File: src/hw/flash_guard_pkg.sv
// Purpose: Shared constants for the serial flash command guard and sequencer.
// Assumes: A 25 MHz reference clock.
// Notes:   Opcode values are plain defaults and may be changed in one place.
package flash_guard_pkg;

  // Clock rate and documented times in their own units.
  localparam int  CLK_MHZ          = 25;
  localparam real SUSPEND_LAT_US   = 30.0;
  localparam real PAGE_PROG_MS     = 2.4;
  localparam real SECTOR_ERASE_MS  = 240.0;
  localparam real BLK32_ERASE_S    = 0.8;
  localparam real BLK64_ERASE_S    = 1.2;
  localparam real CHIP_ERASE_S     = 60.0;
  localparam real SEC_PROG_MS      = 2.4;
  localparam real SEC_ERASE_MS     = 240.0;
  localparam real STATUS_WRITE_MS  = 12.0;

  // Longest times, so each count is the largest whole number of cycles that fits.
  localparam int unsigned SUSPEND_LAT_CYCLES  = int'(SUSPEND_LAT_US * CLK_MHZ);
  localparam int unsigned PAGE_PROG_CYCLES    = int'(PAGE_PROG_MS * 1000.0 * CLK_MHZ);
  localparam int unsigned SECTOR_ERASE_CYCLES = int'(SECTOR_ERASE_MS * 1000.0 * CLK_MHZ);
  localparam int unsigned BLK32_ERASE_CYCLES  = int'(BLK32_ERASE_S * 1000000.0 * CLK_MHZ);
  localparam int unsigned BLK64_ERASE_CYCLES  = int'(BLK64_ERASE_S * 1000000.0 * CLK_MHZ);
  localparam int unsigned CHIP_ERASE_CYCLES   = int'(CHIP_ERASE_S * 1000000.0 * CLK_MHZ);
  localparam int unsigned SEC_PROG_CYCLES     = int'(SEC_PROG_MS * 1000.0 * CLK_MHZ);
  localparam int unsigned SEC_ERASE_CYCLES    = int'(SEC_ERASE_MS * 1000.0 * CLK_MHZ);
  localparam int unsigned STATUS_WRITE_CYCLES = int'(STATUS_WRITE_MS * 1000.0 * CLK_MHZ);
  localparam logic [9:0]  SUSPEND_LAT_CYC     = 10'(SUSPEND_LAT_CYCLES);

  // Command opcodes.
  localparam logic [7:0] CMD_WRITE_ENABLE  = 8'h06;
  localparam logic [7:0] CMD_WRITE_DISABLE = 8'h04;
  localparam logic [7:0] CMD_PAGE_PROG     = 8'h02;
  localparam logic [7:0] CMD_SECTOR_ERASE  = 8'h20;
  localparam logic [7:0] CMD_BLK32_ERASE   = 8'h52;
  localparam logic [7:0] CMD_BLK64_ERASE   = 8'hD8;
  localparam logic [7:0] CMD_CHIP_ERASE    = 8'hC7;
  localparam logic [7:0] CMD_STATUS_WRITE  = 8'h01;
  localparam logic [7:0] CMD_SEC_PROG      = 8'h42;
  localparam logic [7:0] CMD_SEC_ERASE     = 8'h44;
  localparam logic [7:0] CMD_SUSPEND       = 8'h75;
  localparam logic [7:0] CMD_RESUME        = 8'h7A;
  localparam logic [7:0] CMD_DEEP_PD       = 8'hB9;
  localparam logic [7:0] CMD_RELEASE_PD    = 8'hAB;
  localparam logic [7:0] CMD_QUAD_ON       = 8'h38;
  localparam logic [7:0] CMD_QUAD_OFF      = 8'hFF;
  localparam logic [7:0] CMD_SET_READ_PAR  = 8'hC0;
  localparam logic [7:0] CMD_FAST_READ     = 8'h0B;
  localparam logic [7:0] CMD_DUAL_IO_READ  = 8'hBB;
  localparam logic [7:0] CMD_QUAD_IO_READ  = 8'hEB;
  localparam logic [7:0] CMD_DTR_QUAD_READ = 8'hED;
  localparam logic [7:0] CMD_DTR_FAST_READ = 8'h0D;
  localparam logic [7:0] CMD_BURST_READ    = 8'h0C;
  localparam logic [7:0] CMD_DTR_BURST     = 8'h0E;

  // Frame lengths in bytes.
  localparam logic [3:0] LEN_OPCODE   = 4'h1;
  localparam logic [3:0] LEN_ONE_DATA = 4'h2;
  localparam logic [3:0] LEN_TWO_DATA = 4'h3;
  localparam logic [3:0] LEN_ADDR     = 4'h4;
  localparam logic [3:0] LEN_ADDR_DAT = 4'h5;

  // Serial framing.
  localparam logic [2:0] STEP_SINGLE = 3'h1;
  localparam logic [2:0] STEP_QUAD   = 3'h4;

  // Status byte layout and reset value.
  localparam int         BP_LSB      = 2;
  localparam int         SRP0_BIT    = 7;
  localparam int         SRP1_BIT    = 0;
  localparam int         RP_LSB      = 4;
  localparam logic [4:0] BP_RESET    = 5'h00;
  localparam logic [1:0] SRP_RESET   = 2'h0;

  // Array geometry and protection units.
  localparam logic [23:0] FLASH_BYTES  = 24'h800000;
  localparam logic [23:0] SECTOR_MASK  = 24'h000FFF;
  localparam logic [23:0] BLK32_MASK   = 24'h007FFF;
  localparam logic [23:0] BLK64_MASK   = 24'h00FFFF;
  localparam logic [23:0] SECTOR_BYTES = 24'h001000;
  localparam logic [23:0] BLKPAIR_BYTES = 24'h020000;
  localparam logic [2:0]  BP_LVL_ALL   = 3'h7;
  localparam logic [1:0]  SEC_SHIFT_MAX = 2'h3;

  // Dummy cycle counts.
  localparam logic [3:0] DUMMY_4  = 4'h4;
  localparam logic [3:0] DUMMY_6  = 4'h6;
  localparam logic [3:0] DUMMY_8  = 4'h8;
  localparam logic [3:0] DUMMY_10 = 4'hA;

  typedef enum logic [2:0] {
    ST_STANDBY   = 3'h0,
    ST_BUSY      = 3'h1,
    ST_SUSP_PEND = 3'h2,
    ST_SUSPENDED = 3'h3,
    ST_DEEP_PD   = 3'h4
  } seq_state_t;

  typedef enum logic [3:0] {
    OP_NONE         = 4'h0,
    OP_PAGE_PROG    = 4'h1,
    OP_SECTOR_ERASE = 4'h2,
    OP_BLK32_ERASE  = 4'h3,
    OP_BLK64_ERASE  = 4'h4,
    OP_CHIP_ERASE   = 4'h5,
    OP_SEC_PROG     = 4'h6,
    OP_SEC_ERASE    = 4'h7,
    OP_STATUS_WRITE = 4'h8
  } op_kind_t;

endpackage
File: src/hw/flash_guard.sv
// Purpose: Command framing, write protection and operation timing of a serial flash.
// Assumes: Serial pins are asynchronous to ref_clk_i and toggle well below its rate.
// Notes:   The array itself lives outside; this block starts and times its operations.
`timescale 1ns/1ps
`default_nettype none

// Notes on behaviour
// - Suspend entry completes within 30 us.
// - Page program finishes within 2.4 ms.
// - Sector, block and chip erase bounded.
// - Security register program and erase bounded.
// - Single-wire reads use configured dummy counts.
// - Quad command mode reads default ten dummies.
// - Status reads zero after reset.
// - Sequencer starts in standby without commands.
// - Frames not ending on bytes are rejected, except in deep power-down.
// - Modifying commands need the write-enable latch.
// - Protected region refuses program and erase.
// - Write-protect low freezes protection bits.
// - Deep power-down ignores all but release.
module flash_guard
  import flash_guard_pkg::*;
#(
  parameter int unsigned PAGE_PROG_CYC    = PAGE_PROG_CYCLES,
  parameter int unsigned SECTOR_ERASE_CYC = SECTOR_ERASE_CYCLES,
  parameter int unsigned BLK32_ERASE_CYC  = BLK32_ERASE_CYCLES,
  parameter int unsigned BLK64_ERASE_CYC  = BLK64_ERASE_CYCLES,
  parameter int unsigned CHIP_ERASE_CYC   = CHIP_ERASE_CYCLES,
  parameter int unsigned SEC_PROG_CYC     = SEC_PROG_CYCLES,
  parameter int unsigned SEC_ERASE_CYC    = SEC_ERASE_CYCLES,
  parameter int unsigned STATUS_WRITE_CYC = STATUS_WRITE_CYCLES
) (
  input  wire logic       ref_clk_i,
  input  wire logic       rst_b_i,
  input  wire logic       sclk_i,
  input  wire logic       sel_b_i,
  input  wire logic [3:0] io_i,
  input  wire logic       write_protect_b_i,
  output logic            busy_o,
  output logic            write_enable_latch_o,
  output logic [4:0]      block_protect_bits_o,
  output logic [1:0]      status_protect_bits_o,
  output logic            suspended_o,
  output logic            deep_power_down_o,
  output logic            quad_command_mode_o,
  output logic            cmd_reject_o,
  output logic            op_start_o,
  output var op_kind_t    op_kind_o,
  output logic [23:0]     op_addr_o,
  output logic            op_done_o,
  output logic [3:0]      read_dummy_o
);

  logic       sclk_s1, sclk_s2, sclk_d, sel_s1, sel_s2, sel_d, wp_s1, wp_s2;
  logic [3:0] io_s1, io_s2;
  logic [2:0] bit_cnt_reg;
  logic [3:0] byte_cnt_reg;
  logic [7:0] shift_reg, opc_reg;
  logic [23:0] addr_reg;
  seq_state_t state_reg, state_next;
  logic [30:0] remain_reg, elapsed_reg;
  logic [9:0] susp_cnt_reg;
  logic       rp_valid_reg;
  logic [1:0] rp_code_reg;
  logic [1:0] srp_next;
  logic [4:0] bp_next;

  // Every pin passes two flops; the edge detectors compare the second stage with a third, delayed flop.
  always_ff @(posedge ref_clk_i) begin
    if (!rst_b_i) begin
      {sclk_s1, sclk_s2, sclk_d} <= 3'h0;
      {sel_s1, sel_s2, sel_d}    <= 3'h7;
      {wp_s1, wp_s2}             <= 2'h3;
      io_s1                      <= 4'h0;
      io_s2                      <= 4'h0;
    end else begin
      {sclk_s1, sclk_s2, sclk_d} <= {sclk_i, sclk_s1, sclk_s2};
      {sel_s1, sel_s2, sel_d}    <= {sel_b_i, sel_s1, sel_s2};
      {wp_s1, wp_s2}             <= {write_protect_b_i, wp_s1};
      io_s1                      <= io_i;
      io_s2                      <= io_s1;
    end
  end

  // Serial framing.
  wire       sclk_rise  = sclk_s2 & ~sclk_d;
  wire       sel_rise   = sel_s2 & ~sel_d;
  wire [2:0] step       = quad_command_mode_o ? STEP_QUAD : STEP_SINGLE;
  wire [2:0] bit_sum    = bit_cnt_reg + step;
  wire       shift_en   = sclk_rise & ~sel_s2;
  wire       byte_done  = shift_en & (bit_sum == 3'h0);
  wire [7:0] shift_next = quad_command_mode_o ? {shift_reg[3:0], io_s2} : {shift_reg[6:0], io_s2[0]};
  wire       frame_end  = sel_rise & ((byte_cnt_reg != 4'h0) | (bit_cnt_reg != 3'h0));
  wire       partial    = frame_end & (bit_cnt_reg != 3'h0);
  wire       cmd_end    = frame_end & (bit_cnt_reg == 3'h0);
  wire       one_byte   = byte_cnt_reg == LEN_OPCODE;

  always_ff @(posedge ref_clk_i) begin
    if (!rst_b_i || sel_s2) begin
      bit_cnt_reg  <= 3'h0;
      byte_cnt_reg <= 4'h0;
    end else if (shift_en) begin
      bit_cnt_reg <= bit_sum;
      if (byte_done && byte_cnt_reg != 4'hF) begin
        byte_cnt_reg <= byte_cnt_reg + 4'h1;
      end
    end
  end

  always_ff @(posedge ref_clk_i) begin
    if (!rst_b_i) begin
      shift_reg <= 8'h00;
      opc_reg   <= 8'h00;
      addr_reg  <= 24'h000000;
    end else if (shift_en) begin
      shift_reg <= shift_next;
      if (byte_done && byte_cnt_reg == 4'h0) begin
        opc_reg <= shift_next;
      end else if (byte_done && byte_cnt_reg < LEN_ADDR) begin
        addr_reg <= {addr_reg[15:0], shift_next};
      end
    end
  end

  // Command decode.
  wire op_kind_t dec_kind =
    (opc_reg == CMD_PAGE_PROG)    ? OP_PAGE_PROG    :
    (opc_reg == CMD_SECTOR_ERASE) ? OP_SECTOR_ERASE :
    (opc_reg == CMD_BLK32_ERASE)  ? OP_BLK32_ERASE  :
    (opc_reg == CMD_BLK64_ERASE)  ? OP_BLK64_ERASE  :
    (opc_reg == CMD_CHIP_ERASE)   ? OP_CHIP_ERASE   :
    (opc_reg == CMD_SEC_PROG)     ? OP_SEC_PROG     :
    (opc_reg == CMD_SEC_ERASE)    ? OP_SEC_ERASE    :
    (opc_reg == CMD_STATUS_WRITE) ? OP_STATUS_WRITE : OP_NONE;
  wire is_prog   = (dec_kind == OP_PAGE_PROG) | (dec_kind == OP_SEC_PROG);
  wire is_erase4 = (dec_kind == OP_SECTOR_ERASE) | (dec_kind == OP_BLK32_ERASE) |
                   (dec_kind == OP_BLK64_ERASE) | (dec_kind == OP_SEC_ERASE);
  wire len_ok    = is_prog ? (byte_cnt_reg >= LEN_ADDR_DAT) :
                   is_erase4 ? (byte_cnt_reg == LEN_ADDR) :
                   (dec_kind == OP_CHIP_ERASE) ? one_byte :
                   (byte_cnt_reg == LEN_ONE_DATA) | (byte_cnt_reg == LEN_TWO_DATA);
  wire is_array  = (dec_kind >= OP_PAGE_PROG) & (dec_kind <= OP_CHIP_ERASE);

  // The protected region and whether the target touches it.
  wire [23:0] span_mask = (dec_kind == OP_SECTOR_ERASE) ? SECTOR_MASK :
                          (dec_kind == OP_BLK32_ERASE)  ? BLK32_MASK  :
                          (dec_kind == OP_BLK64_ERASE)  ? BLK64_MASK  : 24'h000000;
  wire [23:0] op_first  = addr_reg & ~span_mask;
  wire [23:0] op_last   = op_first | span_mask;
  wire [2:0]  bp_lvl    = block_protect_bits_o[2:0];
  wire [2:0]  lvl_m1    = bp_lvl - 3'h1;
  wire [1:0]  sec_shift = (bp_lvl >= 3'h4) ? SEC_SHIFT_MAX : lvl_m1[1:0];
  wire [23:0] prot_size = block_protect_bits_o[4] ? (SECTOR_BYTES << sec_shift) : (BLKPAIR_BYTES << lvl_m1);
  wire        hit_lower = op_first < prot_size;
  wire        hit_upper = op_last >= (FLASH_BYTES - prot_size);
  wire        area_prot = (bp_lvl != 3'h0) & ((bp_lvl == BP_LVL_ALL) | (dec_kind == OP_CHIP_ERASE) |
                          (block_protect_bits_o[3] ? hit_lower : hit_upper));

  // Acceptance of modifying commands.
  wire in_standby = state_reg == ST_STANDBY;
  wire mod_try    = cmd_end & in_standby & (dec_kind != OP_NONE);
  wire mod_go     = mod_try & len_ok & write_enable_latch_o & ~(is_array & area_prot);
  wire mod_refuse = mod_try & ~mod_go;
  wire plain_cmd  = cmd_end & one_byte;
  wire arm_hit    = plain_cmd & (in_standby | (state_reg == ST_SUSPENDED)) & (opc_reg == CMD_WRITE_ENABLE);
  wire wrdi_hit   = plain_cmd & (in_standby | (state_reg == ST_SUSPENDED)) & (opc_reg == CMD_WRITE_DISABLE);
  wire can_susp   = (op_kind_o != OP_STATUS_WRITE);
  wire done       = (state_reg == ST_BUSY) & (remain_reg == 31'h1);

  // Status write; a low write-protect pin leaves both protection fields alone.
  wire        sr_write = mod_go & (dec_kind == OP_STATUS_WRITE) & wp_s2;
  wire [7:0]  sr1      = (byte_cnt_reg == LEN_ONE_DATA) ? addr_reg[7:0] : addr_reg[15:8];
  assign bp_next  = sr_write ? sr1[BP_LSB +: 5] : block_protect_bits_o;
  assign srp_next = sr_write ? {(byte_cnt_reg == LEN_TWO_DATA) ? addr_reg[SRP1_BIT] : status_protect_bits_o[1],
                                sr1[SRP0_BIT]} : status_protect_bits_o;

  // Operation time per kind; the busy window is the longest documented time.
  wire [30:0] load_count =
    (dec_kind == OP_PAGE_PROG)    ? 31'(PAGE_PROG_CYC)    :
    (dec_kind == OP_SECTOR_ERASE) ? 31'(SECTOR_ERASE_CYC) :
    (dec_kind == OP_BLK32_ERASE)  ? 31'(BLK32_ERASE_CYC)  :
    (dec_kind == OP_BLK64_ERASE)  ? 31'(BLK64_ERASE_CYC)  :
    (dec_kind == OP_CHIP_ERASE)   ? 31'(CHIP_ERASE_CYC)   :
    (dec_kind == OP_SEC_PROG)     ? 31'(SEC_PROG_CYC)     :
    (dec_kind == OP_SEC_ERASE)    ? 31'(SEC_ERASE_CYC)    :
                                    31'(STATUS_WRITE_CYC);

  // Read dummy counts, chosen as the opcode byte completes.
  wire [7:0] rd_op    = shift_next;
  wire       is_read  = (rd_op == CMD_FAST_READ) | (rd_op == CMD_DUAL_IO_READ) | (rd_op == CMD_QUAD_IO_READ) |
                        (rd_op == CMD_DTR_QUAD_READ) | (rd_op == CMD_DTR_FAST_READ) |
                        (rd_op == CMD_BURST_READ) | (rd_op == CMD_DTR_BURST);
  wire [3:0] dummy_dflt = quad_command_mode_o ? DUMMY_10 :
                          (rd_op == CMD_DUAL_IO_READ) ? DUMMY_4 :
                          ((rd_op == CMD_QUAD_IO_READ) | (rd_op == CMD_DTR_FAST_READ)) ? DUMMY_6 : DUMMY_8;
  wire [3:0] dummy_sel  = rp_valid_reg ? (DUMMY_4 + {1'b0, rp_code_reg, 1'b0}) : dummy_dflt;
  wire       read_hit   = byte_done & (byte_cnt_reg == 4'h0) & is_read &
                          (in_standby | (state_reg == ST_SUSPENDED));
  wire       rp_hit     = cmd_end & in_standby & (opc_reg == CMD_SET_READ_PAR) & (byte_cnt_reg == LEN_ONE_DATA);

  // Sequencer; deep power-down listens for nothing but release.
  always_comb begin
    state_next = state_reg;
    unique case (state_reg)
      ST_STANDBY: begin
        if (mod_go) begin
          state_next = ST_BUSY;
        end else if (plain_cmd && opc_reg == CMD_DEEP_PD) begin
          state_next = ST_DEEP_PD;
        end
      end
      ST_BUSY: begin
        if (done) begin
          state_next = ST_STANDBY;
        end else if (plain_cmd && opc_reg == CMD_SUSPEND && can_susp) begin
          state_next = ST_SUSP_PEND;
        end
      end
      ST_SUSP_PEND: begin
        if (susp_cnt_reg == 10'h001) begin
          state_next = ST_SUSPENDED;
        end
      end
      ST_SUSPENDED: begin
        if (plain_cmd && opc_reg == CMD_RESUME) begin
          state_next = ST_BUSY;
        end
      end
      ST_DEEP_PD: begin
        if (plain_cmd && opc_reg == CMD_RELEASE_PD) begin
          state_next = ST_STANDBY;
        end
      end
      default: begin
        state_next = ST_STANDBY;
      end
    endcase
  end

  // Reset brings standby and an all-zero status without any command.
  always_ff @(posedge ref_clk_i) begin
    if (!rst_b_i) begin
      state_reg             <= ST_STANDBY;
      write_enable_latch_o  <= 1'b0;
      block_protect_bits_o  <= BP_RESET;
      status_protect_bits_o <= SRP_RESET;
      busy_o                <= 1'b0;
      suspended_o           <= 1'b0;
      deep_power_down_o     <= 1'b0;
      quad_command_mode_o   <= 1'b0;
      cmd_reject_o          <= 1'b0;
      op_start_o            <= 1'b0;
      op_done_o             <= 1'b0;
    end else begin
      state_reg             <= state_next;
      write_enable_latch_o  <= (arm_hit | write_enable_latch_o) & ~wrdi_hit & ~done;
      block_protect_bits_o  <= bp_next;
      status_protect_bits_o <= srp_next;
      busy_o                <= (state_next == ST_BUSY) | (state_next == ST_SUSP_PEND);
      suspended_o           <= state_next == ST_SUSPENDED;
      deep_power_down_o     <= state_next == ST_DEEP_PD;
      quad_command_mode_o   <= (plain_cmd & in_standby & (opc_reg == CMD_QUAD_ON)) |
                               (quad_command_mode_o & ~(plain_cmd & in_standby & (opc_reg == CMD_QUAD_OFF)));
      cmd_reject_o          <= (partial & ~deep_power_down_o) | mod_refuse;
      op_start_o            <= mod_go;
      op_done_o             <= done;
    end
  end

  // Timers and captured operation fields; the operation clock stops while suspended.
  always_ff @(posedge ref_clk_i) begin
    if (!rst_b_i) begin
      remain_reg   <= 31'h0;
      elapsed_reg  <= 31'h0;
      susp_cnt_reg <= 10'h000;
      op_kind_o    <= OP_NONE;
      op_addr_o    <= 24'h000000;
      read_dummy_o <= DUMMY_8;
      rp_valid_reg <= 1'b0;
      rp_code_reg  <= 2'h0;
    end else begin
      if (mod_go) begin
        remain_reg  <= load_count;
        elapsed_reg <= 31'h0;
        op_kind_o   <= dec_kind;
        op_addr_o   <= op_first;
      end else if (state_reg == ST_BUSY) begin
        remain_reg  <= remain_reg - 31'h1;
        elapsed_reg <= elapsed_reg + 31'h1;
      end
      susp_cnt_reg <= (state_next == ST_SUSP_PEND && state_reg == ST_BUSY) ? SUSPEND_LAT_CYC :
                      (state_reg == ST_SUSP_PEND) ? susp_cnt_reg - 10'h001 : susp_cnt_reg;
      if (read_hit) begin
        read_dummy_o <= dummy_sel;
      end
      if (rp_hit) begin
        rp_valid_reg <= 1'b1;
        rp_code_reg  <= addr_reg[RP_LSB +: 2];
      end
    end
  end

  a_suspend_latency: assert property (@(posedge ref_clk_i) disable iff (!rst_b_i)
    $rose(state_reg == ST_SUSP_PEND) |-> ##[1:751] suspended_o)
    else $error("Suspend not reached within its latency.");

  a_prog_time_bound: assert property (@(posedge ref_clk_i) disable iff (!rst_b_i)
    (done && op_kind_o == OP_PAGE_PROG) |-> (elapsed_reg < 31'(PAGE_PROG_CYC)))
    else $error("Page program ran past its longest time.");

  a_erase_time_bound: assert property (@(posedge ref_clk_i) disable iff (!rst_b_i)
    (done && op_kind_o == OP_SECTOR_ERASE) |-> (elapsed_reg < 31'(SECTOR_ERASE_CYC)))
    else $error("Sector erase ran past its longest time.");

  a_quad_dummy_ten: assert property (@(posedge ref_clk_i) disable iff (!rst_b_i)
    (read_hit && quad_command_mode_o && !rp_valid_reg) |=> (read_dummy_o == DUMMY_10))
    else $error("Quad mode read did not take ten dummy cycles.");

  a_reset_status_zero: assert property (@(posedge ref_clk_i)
    $past(!rst_b_i) && rst_b_i |-> !write_enable_latch_o && block_protect_bits_o == BP_RESET &&
      status_protect_bits_o == SRP_RESET && !busy_o && !deep_power_down_o)
    else $error("Status not zero after reset.");

  a_partial_reject: assert property (@(posedge ref_clk_i) disable iff (!rst_b_i)
    (partial && !deep_power_down_o) |=> cmd_reject_o && !op_start_o)
    else $error("A partial byte frame was not rejected.");

  a_start_needs_latch: assert property (@(posedge ref_clk_i) disable iff (!rst_b_i)
    op_start_o |-> $past(write_enable_latch_o) && busy_o)
    else $error("Operation started without the write-enable latch.");

  a_protect_refuses: assert property (@(posedge ref_clk_i) disable iff (!rst_b_i)
    (mod_try && is_array && area_prot) |=> !op_start_o && cmd_reject_o && !busy_o)
    else $error("Program or erase went into the protected region.");

  a_wp_freezes_bits: assert property (@(posedge ref_clk_i) disable iff (!rst_b_i)
    !wp_s2 |=> $stable(block_protect_bits_o) && $stable(status_protect_bits_o))
    else $error("Protection bits changed with write-protect low.");

  a_deep_pd_ignore: assert property (@(posedge ref_clk_i) disable iff (!rst_b_i)
    (deep_power_down_o && cmd_end && opc_reg != CMD_RELEASE_PD) |=> deep_power_down_o && !op_start_o)
    else $error("A command other than release acted in deep power-down.");

  a_done_clears_latch: assert property (@(posedge ref_clk_i) disable iff (!rst_b_i)
    op_done_o |-> !write_enable_latch_o && !busy_o && $past(busy_o))
    else $error("Completion left busy or the latch set.");

endmodule

`default_nettype wire

File: config.mk
export PLATFORM = sky130hd
export DESIGN_NAME = flash_guard
export DESIGN_NICKNAME = d
export VERILOG_FILES = /design/src/hw/flash_guard_pkg.sv /design/src/hw/flash_guard.sv
export SDC_FILE = /design/constraint.sdc
export NUM_CORES = 1
export LEC_CHECK = 0
export BUFFER_PORTS_ARGS = -buffer_cell sky130_fd_sc_hd__buf_4
export CORE_MARGIN = 4
export CORE_UTILIZATION = 41
export CTS_CLUSTER_SIZE = 25
export DETAILED_ROUTE_END_ITERATION = 8
export GPL_ROUTABILITY_DRIVEN = 0
export PLACE_DENSITY = 0.55
export SYNTH_ARGS = -nofsm -noshare
export SYNTH_HDL_FRONTEND = slang
export SYNTH_SLANG_ARGS = --single-unit
File: constraint.sdc
create_clock -name ref_clk_i -period 11.3 [get_ports ref_clk_i]
set_input_delay 0.565 -clock ref_clk_i [delete_from_list [all_inputs] [get_ports ref_clk_i]]
set_output_delay 0.565 -clock ref_clk_i [all_outputs]
set_load 0.005 [all_outputs]
# [Yosys cells after proc, flatten, opt, wreduce, memory -nomap -nowiden]
# Index checks and enable logic that the tools add are counted.
[totals] inputBits=9 register_bits=156 word_cells=238
[op_classes] n_eq_ne=49 n_lt_le_gt_ge=7 bitwise=69 shift=2 muxes=43 n_addsub=7 n_reduce_logical=26
[op_table] cell="2-to-1 mux 31 bit" n=7
[op_table] cell="== test 8 bit (second input constant)" n=9
[op_table] cell="2-to-1 mux 16 bit" n=3
[op_table] cell="2-to-1 mux 4 bit" n=12
[op_table] cell="2-to-1 mux 23 bit" n=2
[op_table] cell="== test 8 x 7 -> 1 bit (second input constant)" n=5
[op_table] cell="bitwise AND 1 bit" n=35
[op_table] cell="== test 8 x 4 -> 1 bit (second input constant)" n=4
[op_table] cell="== test 31 x 1 -> 1 bit (second input constant)" n=1
[op_table] cell="subtractor 31 x 1 -> 31 bit (second input constant)" n=1
[op_table] cell="bitwise AND 24 bit" n=1
[op_table] cell=">= comparator 24 bit" n=1
[op_table] cell="< comparator 24 bit" n=1
[op_table] cell="2-to-1 mux 24 bit" n=1
[op_table] cell="2-to-1 mux 3 bit" n=8
[op_table] cell="NOT 16 -> 24 bit" n=1
[op_table] cell="bitwise OR 24 x 16 -> 24 bit" n=1
[op_table] cell="left shift 13 x 2 -> 24 bit (first input constant)" n=1
[op_table] cell="left shift 18 x 3 -> 24 bit (first input constant)" n=1
[op_table] cell="subtractor 24 bit (first input constant)" n=1
[op_table] cell="== test 4 x 3 -> 1 bit (second input constant)" n=5
[op_table] cell="2-to-1 mux 10 bit" n=2
[op_table] cell="bitwise OR 1 bit" n=20
[op_table] cell="== test 4 x 2 -> 1 bit (second input constant)" n=4
[op_table] cell="37 further kinds" n=76

# [Longest topological paths before layout]
[depth] ltp_word=28 mapped_depth=18 depth_no_buf=16

# [Least setup slack after synthesis]
# Ideal clock, no wire load.
[synth_timing] path_type="register to register" from="register block_protect_bits_o[0]" to="register block_protect_bits_o[4]" slack_ps=7422 period_less_slack_ps=3878 n_path_buf=2 stages_incl_launch_ff=18 arrival_ps=3750 cell_sequence="dfxtp_1 inv_1 ha_1 ha_1 nor2_1 nand2_1 and2_1 a31o_2 ha_1 a41oi_1 o21ai_0 a2111oi_0 nor3_1 o311a_1 buf_6 buf_6 o41ai_1 a21oi_1"
[synth_via] elab_chain_cells=14 elab_cells_between_ends=20 classes_between="2 x add/sub; 3 x order compare; 1 x eq/ne; 2 x shift; 3 x mux; 8 x bitwise; 1 x reduce/logical"
[synth_lines] item="start, declared" line="flash_guard.sv:41" source="output logic [4:0] block_protect_bits_o,"
[synth_lines] item="start signal, assigned" line="flash_guard.sv:257" source="block_protect_bits_o <= bp_next;"
[synth_lines] item="subtractor 3 x 1 -> 3 bit or >= comparator 3 bit (tied branches)" line="flash_guard.sv:151, flash_guard.sv:152"
[synth_lines] item="2-to-1 mux 2 bit" line="flash_guard.sv:152" source="wire [1:0] sec_shift = (bp_lvl >= 3'h4) ? SEC_SHIFT_MAX : lvl_m1[1:0];"
[synth_lines] item="left shift 13 x 2 -> 24 bit" line="flash_guard.sv:153" source="wire [23:0] prot_size = block_protect_bits_o[4] ? (SECTOR_BYTES << sec_shift) : (BLKPAIR_BYTES << lvl_m1);"
[synth_lines] item="2-to-1 mux 24 bit" line="flash_guard.sv:153"
[synth_lines] item="subtractor 24 bit" line="flash_guard.sv:155" source="wire hit_upper = op_last >= (FLASH_BYTES - prot_size);"
[synth_lines] item=">= comparator 24 bit" line="flash_guard.sv:155"
[synth_lines] item="2-to-1 mux 1 bit" line="flash_guard.sv:157" source="(block_protect_bits_o[3] ? hit_lower : hit_upper));"
[synth_lines] item="bitwise OR 1 bit" line="flash_guard.sv:156" source="wire area_prot = (bp_lvl != 3'h0) & ((bp_lvl == BP_LVL_ALL) | (dec_kind == OP_CHIP_ERASE) |"
[synth_lines] item="bitwise AND 1 bit (*)" line="flash_guard.sv:156"
[synth_lines] item="bitwise AND 1 bit (*)" line="flash_guard.sv:162" source="wire mod_go = mod_try & len_ok & write_enable_latch_o & ~(is_array & area_prot);"
[synth_lines] item="NOT 1 bit (*)" line="flash_guard.sv:162"
[synth_lines] item="bitwise AND 1 bit (*)" line="flash_guard.sv:162"
[synth_lines] item="bitwise AND 1 bit (*) (2 in a row)" line="flash_guard.sv:171" source="wire sr_write = mod_go & (dec_kind == OP_STATUS_WRITE) & wp_s2;"
# Mark *: on every way between the ends. The rest lies on a longest branch, timed or not.
# A chain may end at the register's enable or synchronous reset.

# [Worst setup path after layout]
[layout_timing] from="register block_protect_bits_o[0]" to="register block_protect_bits_o[0]"
# The elaborated chain is that of the path after synthesis.

==> Implementation_results.wiki <==
{| class="wikitable"
! Metric !! Value
|-
| Setup repair after global routing missed its margin || false
|-
| Post-detailed-route count of antenna-violating nets || 0
|-
| Largest register FFs || 31
|-
| Yosys warning count || 0
|-
| Detailed-routing iteration count for the pre-antenna-repair pass || 5
|-
| Synthesized area || 8041 µm²
|-
| CTS max path bufs || 2
|-
| Wire length of the first global-routing pass || 35.60 mm
|-
| Global-route usage over all layers || 0.1993
|-
| GRT overflow || 0
|-
| Layout net count || 1019
|-
| Leakage || 3.420 nW
|-
| Share of the synthesized area in the top cell type || 0.3859
|-
| Largest fanout of any net on the critical path || 33
|-
| Max Cap Violations || 0
|-
| Final hold slack || 315.0 ps
|-
| Ports placed on the boundary || 56
|-
| Count of antenna diodes in the layout || 0
|-
| Number of rows created at floorplan || 50
|-
| Residual DRC || 0
|-
| CTS sink count || 155
|-
| Die footprint || 21920 µm²
|-
| Relative area change from synthesis to final layout || 14.16%
|-
| Routed via count || 6909
|-
| Data required, critical path || 11650 ps
|-
| Crit start category || flop
|-
| Flip-flop and latch count after synthesis || 155
|-
| Final cycle utilization of the critical path || 0.4210
|-
| Number of antenna violations at the first check in global routing || 0
|-
| DP Worst Slack || 6629 ps
|-
| Post-CTS repair timing setup buffer count || 0
|-
| Final setup viols || 0
|-
| Data arrival time of the critical path || 5110 ps
|-
| TritonCTS Buffers || 17
|-
| Count of different cell masters after synthesis || 76
|-
| Primary FF master, synth || sky130_fd_sc_hd__dfxtp_1
|-
| Hold Violations, Final || 0
|-
| Leading area contributor after synthesis || sky130_fd_sc_hd__dfxtp_1
|-
| Top cell types by occurrence after synthesis || 155 x sky130_fd_sc_hd__dfxtp_1, 91 x sky130_fd_sc_hd__a21oi_1, 91 x sky130_fd_sc_hd__nand2_1
|-
| Number of vias per cell after detailed routing || 5.558
|-
| Fraction of layout instances using a drive strength above 1 || 0.1312
|-
| Crit path capture type || flop
|-
| Number of slew-limit violations in the final report || 0
|-
| Category of the most critical setup path || flop to flop
|-
| CTS tree || built
|-
| Area contributors post-synth || sky130_fd_sc_hd__dfxtp_1 39%, sky130_fd_sc_hd__ha_1 6.2%, sky130_fd_sc_hd__a21oi_1 5.7%, sky130_fd_sc_hd__nand2_1 4.2%, sky130_fd_sc_hd__a211oi_1 3.7%
|-
| Worst Max-Slew Pin Slew || 1199 ps
|-
| Placed standard-cell area || 8553 µm²
|-
| TNS Setup || 0 ps
|-
| Sequential-to-total area share from yosys stat || 0.3859
|-
| Die width || 148.0 µm
|-
| Final period demand of the worst path || 4758 ps
|-
| Number of I/O port buffers || 54
|-
| EDFF count, synth || 0
|-
| Number of global-route vias before repair || 6555
|-
| Run status || completed
|-
| Area of all placed cells without fillers || 9180 µm²
|-
| Placeable core region || 19020 µm²
|-
| Number of cells upsized or downsized after cts || 0
|-
| Number of placed cells counting well taps || 1211
|-
| DP HPWL || 14.86 mm
|-
| Type of the tightest min-delay check || input port to flop
|-
| Post-synthesis net count || 1001
|-
| Starting density of the core || 0.4228
|-
| Post-CTS Hold Buffers || 0
|-
| Cell chosen for the clock root || sky130_fd_sc_hd__clkbuf_16
|-
| Number of H-tree levels || 4
|-
| Pin count of the biggest net entering global routing || 69
|-
| Height of the chip || 148.0 µm
|-
| 1st-iter DRT viols || 429
|-
| Insertion delay of the later-clocked pin in the worst-skew pair || 430 ps
|-
| Number of standard cells in the layout, taps in and fillers out || 1243
|-
| Highest attainable clock frequency || 210.2 MHz
|-
| Wire length after detailed routing || 21.58 mm
|-
| Setup ws final || 6542 ps
|-
| Leading cell type by number of instances after synthesis || sky130_fd_sc_hd__dfxtp_1
|-
| Share of synthesized flip-flops with an asynchronous set or reset || 0
|-
| VDD IR max || 0.00009057 V
|-
| Number of instances in the synthesized netlist || 952
|-
| Power density over the cells || 128.0 nW/µm²
|-
| Average cell area after synthesis || 8.447 µm²
|-
| Register clock-pin slew on the reported worst setup and hold paths || 70 ps
|-
| Clk_skew || 8.212 ps
|-
| Routed WL per cell || 17.36 µm
|-
| Worst slew slack as a fraction of its limit || 0.1999
|}
==> metal layers <==
metal | global-route usage | vias to the layer above | wire length, µm
met3 | 0.03771 | 14 | 756
li1 | - | 3484 | -
met1 | 0.2938 | 3286 | 10910
met2 | 0.3033 | 125 | 9717
met5 | 0 | - | 0
met4 | 0.04296 | 0 | 191
==> cell type report <==
type	count	area [µm²]
clock inverters	15	201.4
inverters	22	82.58
multi-input cells	715	4599
clock buffers	17	425.4
flip-flops and latches	155	3103
repair buffers	59	442.9
well taps	260	325.3
fillers	1933	9838
==> final timing paths <==
kind                                                            from                                    to  slack [ps]  depth (start not counted)
worst min register to register                     sel_s1$_SDFF_PN1_                     sel_s2$_SDFF_PN1_         410                          1
worst max-delay path            block_protect_bits_o[0]$_SDFFE_PN0P_  block_protect_bits_o[0]$_SDFFE_PN0P_        6540                         16
worst min-delay path                               write_protect_b_i                      wp_s1$_SDFF_PN1_         320                          2
worst max register to register  block_protect_bits_o[0]$_SDFFE_PN0P_  block_protect_bits_o[0]$_SDFFE_PN0P_        6540                         16
==> report_power, final <==
group          switching (mW)  internal (mW)  total [mW]
Sequential            0.00130          0.549       0.550
Clock                   0.269          0.339       0.607
Combinational          0.0123        0.00542      0.0178
==> worst max-delay path, stage by stage, from the launching register on <==
cell and delay, ps:
sky130_fd_sc_hd__dfxtp_1 440, sky130_fd_sc_hd__inv_1 150, sky130_fd_sc_hd__ha_1 220, sky130_fd_sc_hd__ha_1 340, sky130_fd_sc_hd__nor2_1 240, sky130_fd_sc_hd__nand2_1 130
sky130_fd_sc_hd__and2_1 180, sky130_fd_sc_hd__a31o_2 220, sky130_fd_sc_hd__ha_1 310, sky130_fd_sc_hd__a41oi_1 220, sky130_fd_sc_hd__o21ai_0 100, sky130_fd_sc_hd__a2111oi_0 400
sky130_fd_sc_hd__nor3_1 170, sky130_fd_sc_hd__o311a_1 540, sky130_fd_sc_hd__buf_4 340, sky130_fd_sc_hd__or3_1 500, sky130_fd_sc_hd__a21oi_1 190
==> per-stage QoR <==
stage	utilization	power, mW
floorplan	-	0.5746
global placement	0.4497	0.5807
detailed placement	0.4497	0.5807
CTS	0.4827	1.188
global route	0.4827	1.213
finish	0.4827	1.175
==> cell families after synthesis <==
logic type,count (synthesis),synth area share
AND/OR/NAND/NOR,375,0.2437
AO/OA/AOI/OAI,234,0.1876
flip-flops,155,0.3859
buffers and inverters,82,0.04465
XOR/XNOR,43,0.04683
adder cells (fa/ha/maj),40,0.06224
multiplexers,22,0.02863
other,1,0.0004663
==> cells in the final DEF (no fill, tap or decap), drive strengths merged, types with 18 or more instances in the layout <==
master    n
nor3     35
nor2     78
a21oi    92
inv      29
nand2    93
a211oi   40
xnor2    30
buf      59
nand4    19
nand3    33
dfxtp   155
o21ai    43
ha       40
and2     18
(Power assumes the default switching activity.)
